$ cat config.mk
export PLATFORM = sky130hd
export DESIGN_NAME = apr_regs
export DESIGN_NICKNAME = d
export VERILOG_FILES = /design/src/pkg/apr_pkg.sv /design/src/pkg/apr_ctl_if.sv /design/src/design/apr_sticky.sv /design/src/design/apr_route.sv /design/src/design/apr_regs.sv
export SDC_FILE = /design/constraint.sdc
export NUM_CORES = 1
export LEC_CHECK = 0
export BUFFER_PORTS_ARGS = -buffer_cell sky130_fd_sc_hd__buf_2
export CORE_ASPECT_RATIO = 2
export CORE_MARGIN = 2
export CORE_UTILIZATION = 37
export DETAILED_ROUTE_END_ITERATION = 10
export SETUP_SLACK_MARGIN = 0.02
export SLEW_MARGIN = 5
export SYNTH_ARGS = -nofsm -noshare
export SYNTH_HDL_FRONTEND = slang
export SYNTH_SLANG_ARGS = --single-unit
$ cat constraint.sdc
create_clock -name I_CLK_SYS -period 2.8 [get_ports I_CLK_SYS]
set_clock_uncertainty 0.15 [all_clocks]
set_input_delay 0.14 -clock I_CLK_SYS [delete_from_list [all_inputs] [get_ports I_CLK_SYS]]
set_output_delay 0.14 -clock I_CLK_SYS [all_outputs]
set_load 0.02 [all_outputs]
$ cat src/pkg/apr_pkg.sv
package apr_pkg;
  // ==========================================================
  // Bus widths
  // ==========================================================
  localparam int AW = 8;
  localparam int DW = 8;
  // ==========================================================
  // Register offsets
  // ==========================================================
  localparam logic [7:0] ADDR_SEC_PIN = 8'h1F;
  localparam logic [7:0] ADDR_SRC = 8'h20;
  localparam logic [7:0] ADDR_ROUTE = 8'h21;
  localparam logic [7:0] ADDR_MISC = 8'h22;
  localparam logic [7:0] ADDR_RSVD = 8'h23;
  localparam logic [7:0] ADDR_REC = 8'h24;
  localparam logic [7:0] ADDR_PLAY_PWR = 8'h25;
  localparam logic [7:0] ADDR_PLAY_GAIN = 8'h26;
  // ==========================================================
  // Field positions
  // ==========================================================
  localparam int SRC_BCLK_BIT = 3;
  localparam int SRC_WCLK_BIT = 2;
  localparam int SRC_RECW_BIT = 1;
  localparam int SRC_DIN_BIT = 0;
  localparam int RT_BCLK_BIT = 7;
  localparam int RT_SBCLK_BIT = 6;
  localparam int RT_WCLK_LSB = 4;
  localparam int RT_SWCLK_LSB = 2;
  localparam int RT_DOUT_BIT = 1;
  localparam int RT_SDOUT_BIT = 0;
  localparam int MISC_GC_BIT = 5;
  localparam int SEC_PIN_LSB = 5;
  // ==========================================================
  // Reset values and word clock codes
  // ==========================================================
  localparam logic [3:0] RST_SRC = 4'h0;
  localparam logic [7:0] RST_ROUTE = 8'h00;
  localparam logic [1:0] RST_SEC_PIN = 2'h0;
  localparam logic [1:0] WSEL_A = 2'h0;
  localparam logic [1:0] WSEL_B = 2'h1;
  localparam logic [1:0] WSEL_C = 2'h2;
endpackage

$ cat src/pkg/apr_ctl_if.sv
`timescale 1ns/100ps
`default_nettype none
// Control fields and routed nets between register bank and router
interface apr_ctl_if;
  logic [3:0] src;
  logic [7:0] route;
  logic [1:0] sec_pin;
  logic [3:0] sbclk_pins;
  logic bclk_pin, bclk_gen, wclk_pin, wclk_sec, wclk_rsec;
  logic play_fs, rec_fs, din_pin, din_sec, ser_out;
  logic bclk_port, wclk_port, wclk_rec, din_port;
  logic bclk_out, sbclk_out, wclk_out, swclk_out, dout, sdout;
  // Register side drives fields and raw pins
  modport regs (output src, route, sec_pin, sbclk_pins, bclk_pin,
    bclk_gen, wclk_pin, wclk_sec, wclk_rsec, play_fs, rec_fs,
    din_pin, din_sec, ser_out, input bclk_port, wclk_port,
    wclk_rec, din_port, bclk_out, sbclk_out, wclk_out, swclk_out,
    dout, sdout);
  // Router side makes the muxed nets
  modport rtr (input src, route, sec_pin, sbclk_pins, bclk_pin,
    bclk_gen, wclk_pin, wclk_sec, wclk_rsec, play_fs, rec_fs,
    din_pin, din_sec, ser_out, output bclk_port, wclk_port,
    wclk_rec, din_port, bclk_out, sbclk_out, wclk_out, swclk_out,
    dout, sdout);
endinterface
`default_nettype wire

$ cat src/design/apr_sticky.sv
`timescale 1ns/100ps
`default_nettype none
module apr_sticky #(
  parameter int W = 2
) (
  input wire logic i_clk,
  input wire logic i_rst,
  input wire logic [W-1:0] i_set,
  input wire logic [W-1:0] i_clr,
  output logic [W-1:0] o_flag
);
  // ==========================================================
  // Per-bit sticky flags
  // ==========================================================
  for (genvar g = 0; g < W; g++) begin : g_flag
    // Set wins over a clear in the same cycle so no event is lost
    always_ff @(posedge i_clk or posedge i_rst) begin
      if (i_rst) begin
        o_flag[g] <= 1'b0;
      end else begin
        o_flag[g] <= i_set[g] | (o_flag[g] & ~i_clr[g]);
      end
    end
  end
endmodule // apr_sticky
`default_nettype wire

$ cat src/design/apr_route.sv
`timescale 1ns/100ps
`default_nettype none
module apr_route (
  input wire logic i_clk,
  input wire logic i_rst,
  apr_ctl_if.rtr ctl
);
  import apr_pkg::*;
  // ==========================================================
  // Serial port input selection, one clock of latency
  // ==========================================================
  logic sbclk; // Secondary bit clock from chosen pin
  assign sbclk = ctl.sbclk_pins[ctl.sec_pin];
  always_ff @(posedge i_clk or posedge i_rst) begin
    if (i_rst) begin
      ctl.bclk_port <= 1'b0;
      ctl.wclk_port <= 1'b0;
      ctl.wclk_rec <= 1'b0;
      ctl.din_port <= 1'b0;
    end else begin
      ctl.bclk_port <= ctl.src[SRC_BCLK_BIT] ? sbclk : ctl.bclk_pin;
      ctl.wclk_port <= ctl.src[SRC_WCLK_BIT] ? ctl.wclk_sec
                                              : ctl.wclk_pin;
      ctl.wclk_rec <= ctl.src[SRC_RECW_BIT] ? ctl.wclk_rsec
                                             : ctl.play_fs;
      ctl.din_port <= ctl.src[SRC_DIN_BIT] ? ctl.din_sec : ctl.din_pin;
    end
  end
  // ==========================================================
  // Output pin selection; reserved codes park the pin low
  // ==========================================================
  logic wclk_d, swclk_d;
  always_comb begin
    case (ctl.route[RT_WCLK_LSB +: 2])
      WSEL_A: wclk_d = ctl.play_fs;
      WSEL_B: wclk_d = ctl.rec_fs;
      WSEL_C: wclk_d = ctl.wclk_sec;
      default: wclk_d = 1'b0;
    endcase
    case (ctl.route[RT_SWCLK_LSB +: 2])
      WSEL_A: swclk_d = ctl.wclk_pin;
      WSEL_B: swclk_d = ctl.play_fs;
      WSEL_C: swclk_d = ctl.rec_fs;
      default: swclk_d = 1'b0;
    endcase
  end
  always_ff @(posedge i_clk or posedge i_rst) begin
    if (i_rst) begin
      ctl.bclk_out <= 1'b0;
      ctl.sbclk_out <= 1'b0;
      ctl.wclk_out <= 1'b0;
      ctl.swclk_out <= 1'b0;
      ctl.dout <= 1'b0;
      ctl.sdout <= 1'b0;
    end else begin
      ctl.bclk_out <= ctl.route[RT_BCLK_BIT] ? sbclk : ctl.bclk_gen;
      ctl.sbclk_out <= ctl.route[RT_SBCLK_BIT] ? ctl.bclk_gen
                                                : ctl.bclk_pin;
      ctl.wclk_out <= wclk_d;
      ctl.swclk_out <= swclk_d;
      ctl.dout <= ctl.route[RT_DOUT_BIT] ? ctl.din_sec : ctl.ser_out;
      ctl.sdout <= ctl.route[RT_SDOUT_BIT] ? ctl.ser_out : ctl.din_pin;
    end
  end
endmodule // apr_route
`default_nettype wire

$ cat src/design/apr_regs.sv
// Function
// - Bit 3 picks primary or secondary bit clock
// - Bit 2 picks primary or secondary word clock
// - Bit 1 picks record word clock source
// - Bit 0 picks primary or secondary data in
// - Bit clock pin: generated or secondary input
// - Secondary bit clock out: pin or generated
// - Word clock pin source code; 11 forbidden
// - Secondary word clock source code; 11 forbidden
// - Data-out pin: serial data or loopback
// - Secondary data out: loopback or serial data
// - General call accepted only when enabled
// - Record gain settled flags read live
// - Record converter power flags read live
// - AGC saturation flags sticky, cleared by read
// - Playback converter power flags read live
// - Line driver power flags read live
// - Headphone driver power flags read live
// - Playback gain settled flags read live
// - Secondary bit clock pin selected by code
//
// Strobed register access is this design's own decision.
`timescale 1ns/100ps
`default_nettype none
module apr_regs (
  input wire logic I_CLK_SYS,
  input wire logic I_RST,
  input wire logic [apr_pkg::AW-1:0] I_ADDR,
  input wire logic [apr_pkg::DW-1:0] I_WDATA,
  input wire logic I_WR,
  input wire logic I_RD,
  output logic [apr_pkg::DW-1:0] O_RDATA,
  input wire logic I_BCLK_PIN,
  input wire logic I_BCLK_GEN,
  input wire logic [3:0] I_SBCLK_PINS,
  input wire logic I_WCLK_PIN,
  input wire logic I_WCLK_SEC,
  input wire logic I_WCLK_REC_SEC,
  input wire logic I_PLAY_FS,
  input wire logic I_REC_FS,
  input wire logic I_DIN_PIN,
  input wire logic I_DIN_SEC,
  input wire logic I_SER_OUT,
  output logic O_BCLK_PORT,
  output logic O_WCLK_PORT,
  output logic O_WCLK_REC,
  output logic O_DIN_PORT,
  output logic O_BCLK_PIN,
  output logic O_SBCLK,
  output logic O_WCLK_PIN,
  output logic O_SWCLK,
  output logic O_DOUT,
  output logic O_SDOUT,
  output logic O_GENCALL_EN,
  input wire logic [1:0] I_REC_PGA_OK,
  input wire logic [1:0] I_REC_PWR,
  input wire logic [1:0] I_AGC_SAT,
  input wire logic [1:0] I_PLAY_PWR,
  input wire logic [1:0] I_LINE_PWR,
  input wire logic [1:0] I_HP_PWR,
  input wire logic [1:0] I_PLAY_PGA_OK
);
  import apr_pkg::*;
  // ==========================================================
  // Declarations
  // ==========================================================
  logic [3:0] src_q; // Source select, low nibble only
  logic [7:0] route_q; // Output routing
  logic gencall_q; // General call enable
  logic [1:0] sec_pin_q; // Secondary bit clock pin code
  logic [1:0] agc_q; // Sticky AGC flags, index 0 left
  logic [1:0] agc_clr; // Clear request from a read
  logic [DW-1:0] rdata_q; // Read data, one cycle after strobe
  logic [DW-1:0] rdata_d; // Read mux
  logic wr_src, wr_route, wr_misc, wr_pin; // Write decodes
  logic rd_rec; // Read of the record flag register
  apr_ctl_if ctl ();

  // ==========================================================
  // Write decode
  // ==========================================================
  // Only exact offsets write; all else is dropped
  always_comb begin
    wr_src = 1'b0;
    wr_route = 1'b0;
    wr_misc = 1'b0;
    wr_pin = 1'b0;
    if (I_WR && I_ADDR == ADDR_SRC) begin
      wr_src = 1'b1;
    end else if (I_WR && I_ADDR == ADDR_ROUTE) begin
      wr_route = 1'b1;
    end else if (I_WR && I_ADDR == ADDR_MISC) begin
      wr_misc = 1'b1;
    end else if (I_WR && I_ADDR == ADDR_SEC_PIN) begin
      wr_pin = 1'b1;
    end
  end

  // ==========================================================
  // Control registers
  // ==========================================================
  // Source select; reserved upper nibble is not stored at all
  always_ff @(posedge I_CLK_SYS or posedge I_RST) begin
    if (I_RST) begin
      src_q <= RST_SRC;
    end else if (wr_src) begin
      src_q <= I_WDATA[3:0];
    end
  end

  // Routing; reserved codes are stored, the router parks them
  always_ff @(posedge I_CLK_SYS or posedge I_RST) begin
    if (I_RST) begin
      route_q <= RST_ROUTE;
    end else if (wr_route) begin
      route_q <= I_WDATA;
    end
  end

  always_ff @(posedge I_CLK_SYS or posedge I_RST) begin
    if (I_RST) begin
      gencall_q <= 1'b0;
    end else if (wr_misc) begin
      gencall_q <= I_WDATA[MISC_GC_BIT];
    end
  end

  always_ff @(posedge I_CLK_SYS or posedge I_RST) begin
    if (I_RST) begin
      sec_pin_q <= RST_SEC_PIN;
    end else if (wr_pin) begin
      sec_pin_q <= I_WDATA[SEC_PIN_LSB +: 2];
    end
  end

  assign O_GENCALL_EN = gencall_q;

  // ==========================================================
  // Sticky AGC saturation flags
  // ==========================================================
  // clear on read of record flags
  assign rd_rec = I_RD && (I_ADDR == ADDR_REC);
  assign agc_clr = {2{rd_rec}};

  apr_sticky #(
    .W(2)
  ) u_agc (
    .i_clk(I_CLK_SYS),
    .i_rst(I_RST),
    .i_set(I_AGC_SAT),
    .i_clr(agc_clr),
    .o_flag(agc_q)
  );

  // ==========================================================
  // Read mux
  // ==========================================================
  // live flags sampled at the strobe
  always_comb begin
    rdata_d = '0;
    if (I_ADDR == ADDR_SRC) begin
      rdata_d = {4'h0, src_q};
    end else if (I_ADDR == ADDR_ROUTE) begin
      rdata_d = route_q;
    end else if (I_ADDR == ADDR_MISC) begin
      rdata_d[MISC_GC_BIT] = gencall_q;
    end else if (I_ADDR == ADDR_SEC_PIN) begin
      rdata_d[SEC_PIN_LSB +: 2] = sec_pin_q;
    end else if (I_ADDR == ADDR_REC) begin
      rdata_d = {I_REC_PGA_OK[0], I_REC_PWR[0], agc_q[0], 1'b0,
                 I_REC_PGA_OK[1], I_REC_PWR[1], agc_q[1], 1'b0};
    end else if (I_ADDR == ADDR_PLAY_PWR) begin
      rdata_d = {I_PLAY_PWR[0], I_LINE_PWR[0], I_HP_PWR[0], 1'b0,
                 I_PLAY_PWR[1], I_LINE_PWR[1], I_HP_PWR[1], 1'b0};
    end else if (I_ADDR == ADDR_PLAY_GAIN) begin
      rdata_d = {3'h0, I_PLAY_PGA_OK[0], 3'h0, I_PLAY_PGA_OK[1]};
    end
  end

  // Data stands one cycle only, zero otherwise, so stale
  // values never look like a fresh answer
  always_ff @(posedge I_CLK_SYS or posedge I_RST) begin
    if (I_RST) begin
      rdata_q <= '0;
    end else if (I_RD) begin
      rdata_q <= rdata_d;
    end else begin
      rdata_q <= '0;
    end
  end

  assign O_RDATA = rdata_q;

  // ==========================================================
  // Router hookup
  // ==========================================================
  assign ctl.src = src_q;
  assign ctl.route = route_q;
  assign ctl.sec_pin = sec_pin_q;
  assign ctl.sbclk_pins = I_SBCLK_PINS;
  assign ctl.bclk_pin = I_BCLK_PIN;
  assign ctl.bclk_gen = I_BCLK_GEN;
  assign ctl.wclk_pin = I_WCLK_PIN;
  assign ctl.wclk_sec = I_WCLK_SEC;
  assign ctl.wclk_rsec = I_WCLK_REC_SEC;
  assign ctl.play_fs = I_PLAY_FS;
  assign ctl.rec_fs = I_REC_FS;
  assign ctl.din_pin = I_DIN_PIN;
  assign ctl.din_sec = I_DIN_SEC;
  assign ctl.ser_out = I_SER_OUT;

  // Muxes are flopped: one cycle latency on every routed net
  apr_route u_route (
    .i_clk(I_CLK_SYS),
    .i_rst(I_RST),
    .ctl(ctl.rtr)
  );

  assign O_BCLK_PORT = ctl.bclk_port;
  assign O_WCLK_PORT = ctl.wclk_port;
  assign O_WCLK_REC = ctl.wclk_rec;
  assign O_DIN_PORT = ctl.din_port;
  assign O_BCLK_PIN = ctl.bclk_out;
  assign O_SBCLK = ctl.sbclk_out;
  assign O_WCLK_PIN = ctl.wclk_out;
  assign O_SWCLK = ctl.swclk_out;
  assign O_DOUT = ctl.dout;
  assign O_SDOUT = ctl.sdout;

  logic sbclk_x; // Expected secondary bit clock
  assign sbclk_x = I_SBCLK_PINS[sec_pin_q];
endmodule // apr_regs
`default_nettype wire

==> impl_metrics.csv, run 1 <==
group,metric,value,unit
setup_path,timing.critical_path.arrival,1.63,ns
floorplan,design.portCount,67,
drt,drc,0,
synth,post_synth_most_frequent_cells,"35 x dfrtp_1, 29 x mux2_2, 6 x nor2_1",
status,run_status,"complete, no violations",
synth,synth_area,1637,sq um
drt,average_via_count_per_standard_cell,5.138,
cts,worst_skew_pair.late_latency,0.28,ns
place,post-place-ws,0.8785,ns
place,io_buffer_count,66,
synth,synthCells,126,
sta,rsz0062_at_grt,"no",
cts,cts_root_buffer,"clkbuf_8",
floorplan,chipHeight,98.06,um
floorplan,core_area,4297,sq um
global_routing,grt_start_max_net_pins,36,
sta,final_worst_path_period_need,1.618,ns
synth,synth.yosys.seq_area_share,53.52,%
sta,hold_slack,0.02623,ns
cells_and_area,finalCoreUtilization,54.51,%
drt,route.vias.total,1413,
cts,post_cts_resize_count,0,
global_routing,use_met3,3.364,%
setup_path,worst_path_dominant_cell_family,"simple AND/OR/NAND/NOR gates",
synth,most_frequently_used_flop_master_after_synthesis,"dfrtp_1",
cts,cts_inserted_buffers,5,
cells_and_area,area_growth,43.12,%
setup_path,cp.required,2.81,ns
sta,tightestPinTransition,0.5202,ns
pwr,worst_ir_drop_vdd,0.2691,mV
cts,ctsHtreeMaxLevel,2,
synth,synth_fa_ha_area_share,0,%
min_path,timing.hold.worst.class,"in -> reg",
drt,wl_cell,14.97,um
global_routing,grt_util_all_layers,17.35,%
synth,synthMostInstantiatedCell,"dfrtp_1",
floorplan,die_width,51.03,um
setup_path,cpPeakStageDelay,0.59,ns
setup_path,worst_path_max_delay_cell,"or4b_4",
global_routing,grt.overflow.total,0,
global_routing,antenna_found_initial,0,
drt,drt_first_iter_violations,33,
synth,yosysWarningCount,0,
global_routing,global_route_wire_length_before_repair,6.665,mm
pwr,leakagePower,1.125,nW
sta,maxClockFrequency,618.2,MHz
global_routing,gr-max-usage-layer,"met2",
global_routing,grt_util_met2,30.37,%
pwr,power_density_over_cell_area,442.5,nW/um^2
synth,yosys-mux-area-fraction,22.55,%
cells_and_area,number_of_antenna_cells_inserted,0,
place,dpl.hpwl,3.174,mm
synth,synth_top_area_cell,"dfrtp_1",
synth,library_cells_used_by_synthesis,27,
synth,dominant_combinational_cell_family_by_area_after_synthesis,"multiplexers",
floorplan,std_cell_rows,34,
synth,synth-edff-count,0,
synth,yosys.area_share.xor_xnor,0,%
setup_path,cp_cell_instances,"buf_2 > or4b_4 > nor3_4 > nand2_1 > mux2_2",
setup_path,worst_setup_path_start_kind,"input port",
job,drv_cap,0,
global_routing,grtUsageMet1,18.88,%
synth,yosysTopAreaCellShare,53.52,%
synth,synth-compound-area-share,9.633,%
synth,syn_nets,174,
drt,ant_nets,0,
global_routing,via_count_of_the_first_global_routing_pass,1473,
cells_and_area,layoutNonFillerInstCount,275,
setup_path,crit_path_max_fanout,5,
cts,post_cts.repair.setup_buffers,0,
sta,report.final.slew_viol_count,0,
place,place_inst,244,
sta,post-route-worst-setup-slack,1.182,ns
cts,tritoncts_clock_tree,"done",
sta,setup_violations,0,
sta,share_of_the_cycle_needed_by_the_critical_path_after_routing,57.77,%
floorplan,fp.dieArea,5003,sq um
place,globalplace.congestion,0.9056,
synth,synth_async_sr_flop_share,100.0,%
drt,detailed_router_iteration_count_before_antenna_repair,4,
synth,yosys_register_bits,35,
setup_path,worst_setup_path_end_kind,"flop",
cells_and_area,layout-drive-gt1-share,48.42,%
synth,avg_synthesized_cell_area,12.99,sq um
floorplan,initial_utilization,38.09,%
drt,finalWirelength,4.117,mm
cells_and_area,final_nets,268,
synth,synthTopCellsByArea,"dfrtp_1 54%, mux2_2 20%, a22oi_1 2.3%, nor3_4 2.0%, nor2b_1 1.9%",
sta,setup_tns_final,0,ns
sta,timing.slew.headroom,65.00,%
cts,worst_setup_hold_path_clk_slew,0.06,ns
cts,cts-root-to-sink-buffers,2,
cts,clkSinkCount,35,
setup_path,worstPathBufferInverterCount,1,
sta,report.final.hold_viol_count,0,
synth,synthSimpleGateAreaFrac,12.92,%
setup_path,timing_worst_setup_path_type,"in -> reg",
[worst register-to-register path, cell delays in order, from the launching register on]
cell and delay, ns:
dfrtp_1 0.39, mux2_2 0.34, dlygate4sd3_1 0.55
[cells by family after synthesis]
family                 count (synthesis)
AOI/OAI and AO/OA                     21
buffers and inverters                  6
DFF                                   35
muxes                                 32
and+or+nand+nor                       32
[timing repair]
action	4_1_cts	5_1_grt
endpoints found under the setup margin	0	0
hold buffers	23	0
endpoints found under the hold margin	62	0
[power breakdown]
part | total [mW] | internal, mW | switching, mW
Sequential | 0.537 | 0.524 | 0.0131
Clock | 0.340 | 0.174 | 0.166
Combinational | 0.159 | 0.0862 | 0.0728
[flip-flops by register name, summed over array words and instances (netlist names), 2 cells and up]
name / cells
ctl.src: 4
ctl.route: 8
O_RDATA: 8
u_agc.o_flag: 2
ctl.sec_pin: 2
[layout by cell type (no fill, tap or decap), types with 2 or more instances in the layout]
cell           synthesis  final
dfrtp_1               35     35
o21ai_0                2      2
nand2_1                5      5
nor3_1                 2      2
clkbuf_1               3      2
a32oi_1                2      2
a211oi_1               2      2
nor2b_1                5      5
dlygate4sd3_1          0     23
buf_2                  0     66
nand3_1                3      3
clkbuf_8               0      5
inv_1                  3      3
nor4_1                 3      3
mux2i_1                2      2
nor2_1                 6      6
mux2_2                29     29
a22oi_1                5      5
a22o_1                 3      3
a21o_1                 4      4
nor3_4                 2      2
nand4b_1               2      2
[final cells by class]
cell class	instances	area, sq um
fill	388	1954
sequential	35	875.8
multi-input combinational	85	738.2
timing repair buffer	90	568.0
clock buffer	7	76.32
tap	54	67.56
inverter	3	11.26
clock inverter	1	5.005
[through the flow]
step           power, mW  area (sq um)
2_1_floorplan     0.6149          1637
3_3_place_gp      0.6778          2031
3_5_place_dp      0.6815          2031
4_1_cts            1.048          2342
5_1_grt            1.086          2342
6_report           1.037          2342
[per-layer routing]
metal | part of all wire [%] | up-vias
met3 | 6.8 | 16
met1 | 35 | 655
li1 | - | 661
met2 | 54 | 81
met4 | 4.0 | 0
met5 | 0 | -
[worst paths after layout]
path | slack [ns] | start | cells past startpoint | endpoint
min in group asynchronous | 0.34 | I_RST | 4 | ctl.sec_pin[1]
max reg2reg | 1.24 | ctl.route[1] | 2 | u_route.ctl.dout
min reg2reg | 0.32 | u_agc.o_flag[0] | 1 | u_agc.o_flag[0]
max in group asynchronous | 1.84 | I_RST | 4 | O_RDATA[2]
max | 1.18 | I_ADDR[4] | 5 | ctl.src[3]
min | 0.03 | I_RD | 3 | O_RDATA[4]
No activity file was read; power rests on OpenSTA's default activity.
==> run 2: changes to the inputs <==
Clock period 2.8 ns to 1.5 ns, I/O delays scaled along.
==> run 2 against run 1 <==
Compared with the run above:
- the flow now finishes with violations (setup timing)
- via count is 1.9% higher
- combinational power is 110% higher
- count of clock-buffer cells in the layout up 1
- sequential share of layout area decreased by 2.7 points
- utilization increased by 4.2 points
- die area did not move
- wire length up 7.9%
- largest cell class unchanged
==> impl_metrics.csv, run 2 (same netlist as run 1, synthesis figures left out) <==
group,metric,value,unit
job,drv_cap,0,
cells_and_area,area_growth,54.20,%
place,dpl.hpwl,3.364,mm
pwr,leakagePower,1.224,nW
cts,clkSinkCount,35,
cts,worst_skew_pair.late_latency,0.28,ns
place,placed_cell_area,2116,sq um
place,place_inst,255,
cells_and_area,layoutNonFillerInstCount,292,
pwr,power_density_over_cell_area,817.6,nW/um^2
setup_path,worst_setup_path_start_kind,"input port",
cells_and_area,final_cell_mix,"65 x buf_2, 35 x dfrtp_1, 28 x mux2_2",
drt,drt_first_iter_violations,19,
min_path,beginning_of_the_worst_hold_path,"I_REC_PWR[1]",
floorplan,std_cell_rows,34,
sta,hold_slack,0.02813,ns
pwr,total_power,2.063,mW
sta,setup_violations,8,
cts,cts_root_buffer,"clkbuf_8",
cells_and_area,fin_area,2524,sq um
cells_and_area,layout.area.seq,875.8,sq um
cells_and_area,total_area_of_multi_input_combinational_cells,753.2,sq um
sta,maxClockFrequency,642.4,MHz
global_routing,grt_start_max_net_pins,36,
drt,wl_cell,15.22,um
global_routing,grt_util_all_layers,19.53,%
drt,finalWirelength,4.444,mm
setup_path,timing.critical_path.arrival,1.57,ns
sta,final_worst_path_period_need,1.557,ns
global_routing,grt.overflow.total,0,
cells_and_area,finalCoreUtilization,58.74,%
drt,route.vias.total,1440,
sta,setup_tns_final,-0.2285,ns
drt,detailed_router_iteration_count_before_antenna_repair,4,
global_routing,via_count_of_the_first_global_routing_pass,1582,
setup_path,reg2reg_launch_point,"ctl.sec_pin[0]",
setup_path,cp.required,1.51,ns
floorplan,chipHeight,98.06,um
drt,drc,0,
cells_and_area,number_of_antenna_cells_inserted,0,
place,post-place-ws,-0.3334,ns
floorplan,die_width,51.03,um
floorplan,core_area,4297,sq um
sta,share_of_the_cycle_needed_by_the_critical_path_after_routing,103.8,%
setup_path,worst_setup_path_end_kind,"flop",
global_routing,grt_util_met2,36.76,%
global_routing,grtUsageMet1,19.02,%
cts,cts_inserted_buffers,5,
global_routing,global_route_wire_length_before_repair,7.251,mm
min_path,timing.hold.worst.class,"in -> reg",
cts,worst_setup_hold_path_clk_slew,0.07,ns
status,run_status,"finished, violations left",
status,failed_checks,"setup timing",
floorplan,fp.dieArea,5003,sq um
global_routing,antenna_found_initial,0,
cts,cts-root-to-sink-buffers,2,
setup_path,timing_worst_setup_path_type,"in -> reg",
setup_path,crit_path_start,"I_ADDR[6]",
cts,tritoncts_clock_tree,"done",
setup_path,crit_path_max_fanout,8,
sta,timing.slew.headroom,70.42,%
drt,ant_nets,0,
sta,report.final.hold_viol_count,0,
sta,rsz0062_at_grt,"yes",
cells_and_area,fillerInstances,383,
sta,report.final.slew_viol_count,0,
cells_and_area,layout-drive-gt1-share,52.10,%
place,globalplace.congestion,0.9042,
sta,post-route-worst-setup-slack,-0.05672,ns
place,io_buffer_count,66,
pwr,worst_ir_drop_vdd,0.6073,mV
global_routing,use_met3,4.281,%
sta,tightestPinTransition,0.4436,ns
cells_and_area,final_common_cell,"buf_2",
global_routing,gr-max-usage-layer,"met2",
floorplan,initial_utilization,38.09,%
drt,average_via_count_per_standard_cell,4.932,
floorplan,design.portCount,67,
cells_and_area,final_nets,285,
cts,ctsHtreeMaxLevel,2,
## run 2: power breakdown
| group | switching (mW) | internal (mW) | total [mW] |
|---|---|---|---|
| Sequential | 0.0249 | 0.978 | 1.00 |
| Combinational | 0.144 | 0.184 | 0.329 |
| Clock | 0.313 | 0.419 | 0.732 |
## run 2: repair_timing
action / in CTS / in global routing
pin swaps: 0 / 2
hold buffers: 27 / 0
setup buffers: 0 / 2
resized for setup: 1 / 4
endpoints found under the hold margin: 67 / 0
endpoints found under the setup margin: 1 / 10
## run 2: per-layer routing
metal / wire length (um) / vias to the layer above / part of all wire (%)
met2: 2610 / 47 / 59
met5: 0 / - / 0
met3: 215 / 8 / 4.8
met1: 1535 / 691 / 35
li1: - / 694 / -
met4: 84 / 0 / 1.9
## run 2: critical path: stages
cell	delay, ns
buf_6	0.09
or4b_4	0.59
nor3_4	0.23
buf_6	0.13
nand3_4	0.12
mux2_4	0.32
## run 2: final cells by class
cell class / count / area share (%)
clock buffer: 8 / 3.966
inverter: 3 / 0.4462
multi-input combinational: 85 / 29.85
sequential: 35 / 34.71
tap: 54 / 2.677
timing repair buffer: 107 / 28.36
## run 2: path summary, 6_finish.rpt
path                                    endpoint  slack (ns)  cells past startpoint
max in group asynchronous   u_route.ctl.wclk_rec        0.60                      4
min reg2reg                      u_agc.o_flag[0]        0.35                      1
min in group asynchronous  u_route.ctl.sbclk_out        0.28                      4
min                                   O_RDATA[2]        0.03                      4
max                                 ctl.route[2]       -0.06                      6
max reg2reg                u_route.ctl.bclk_port        0.05                      2
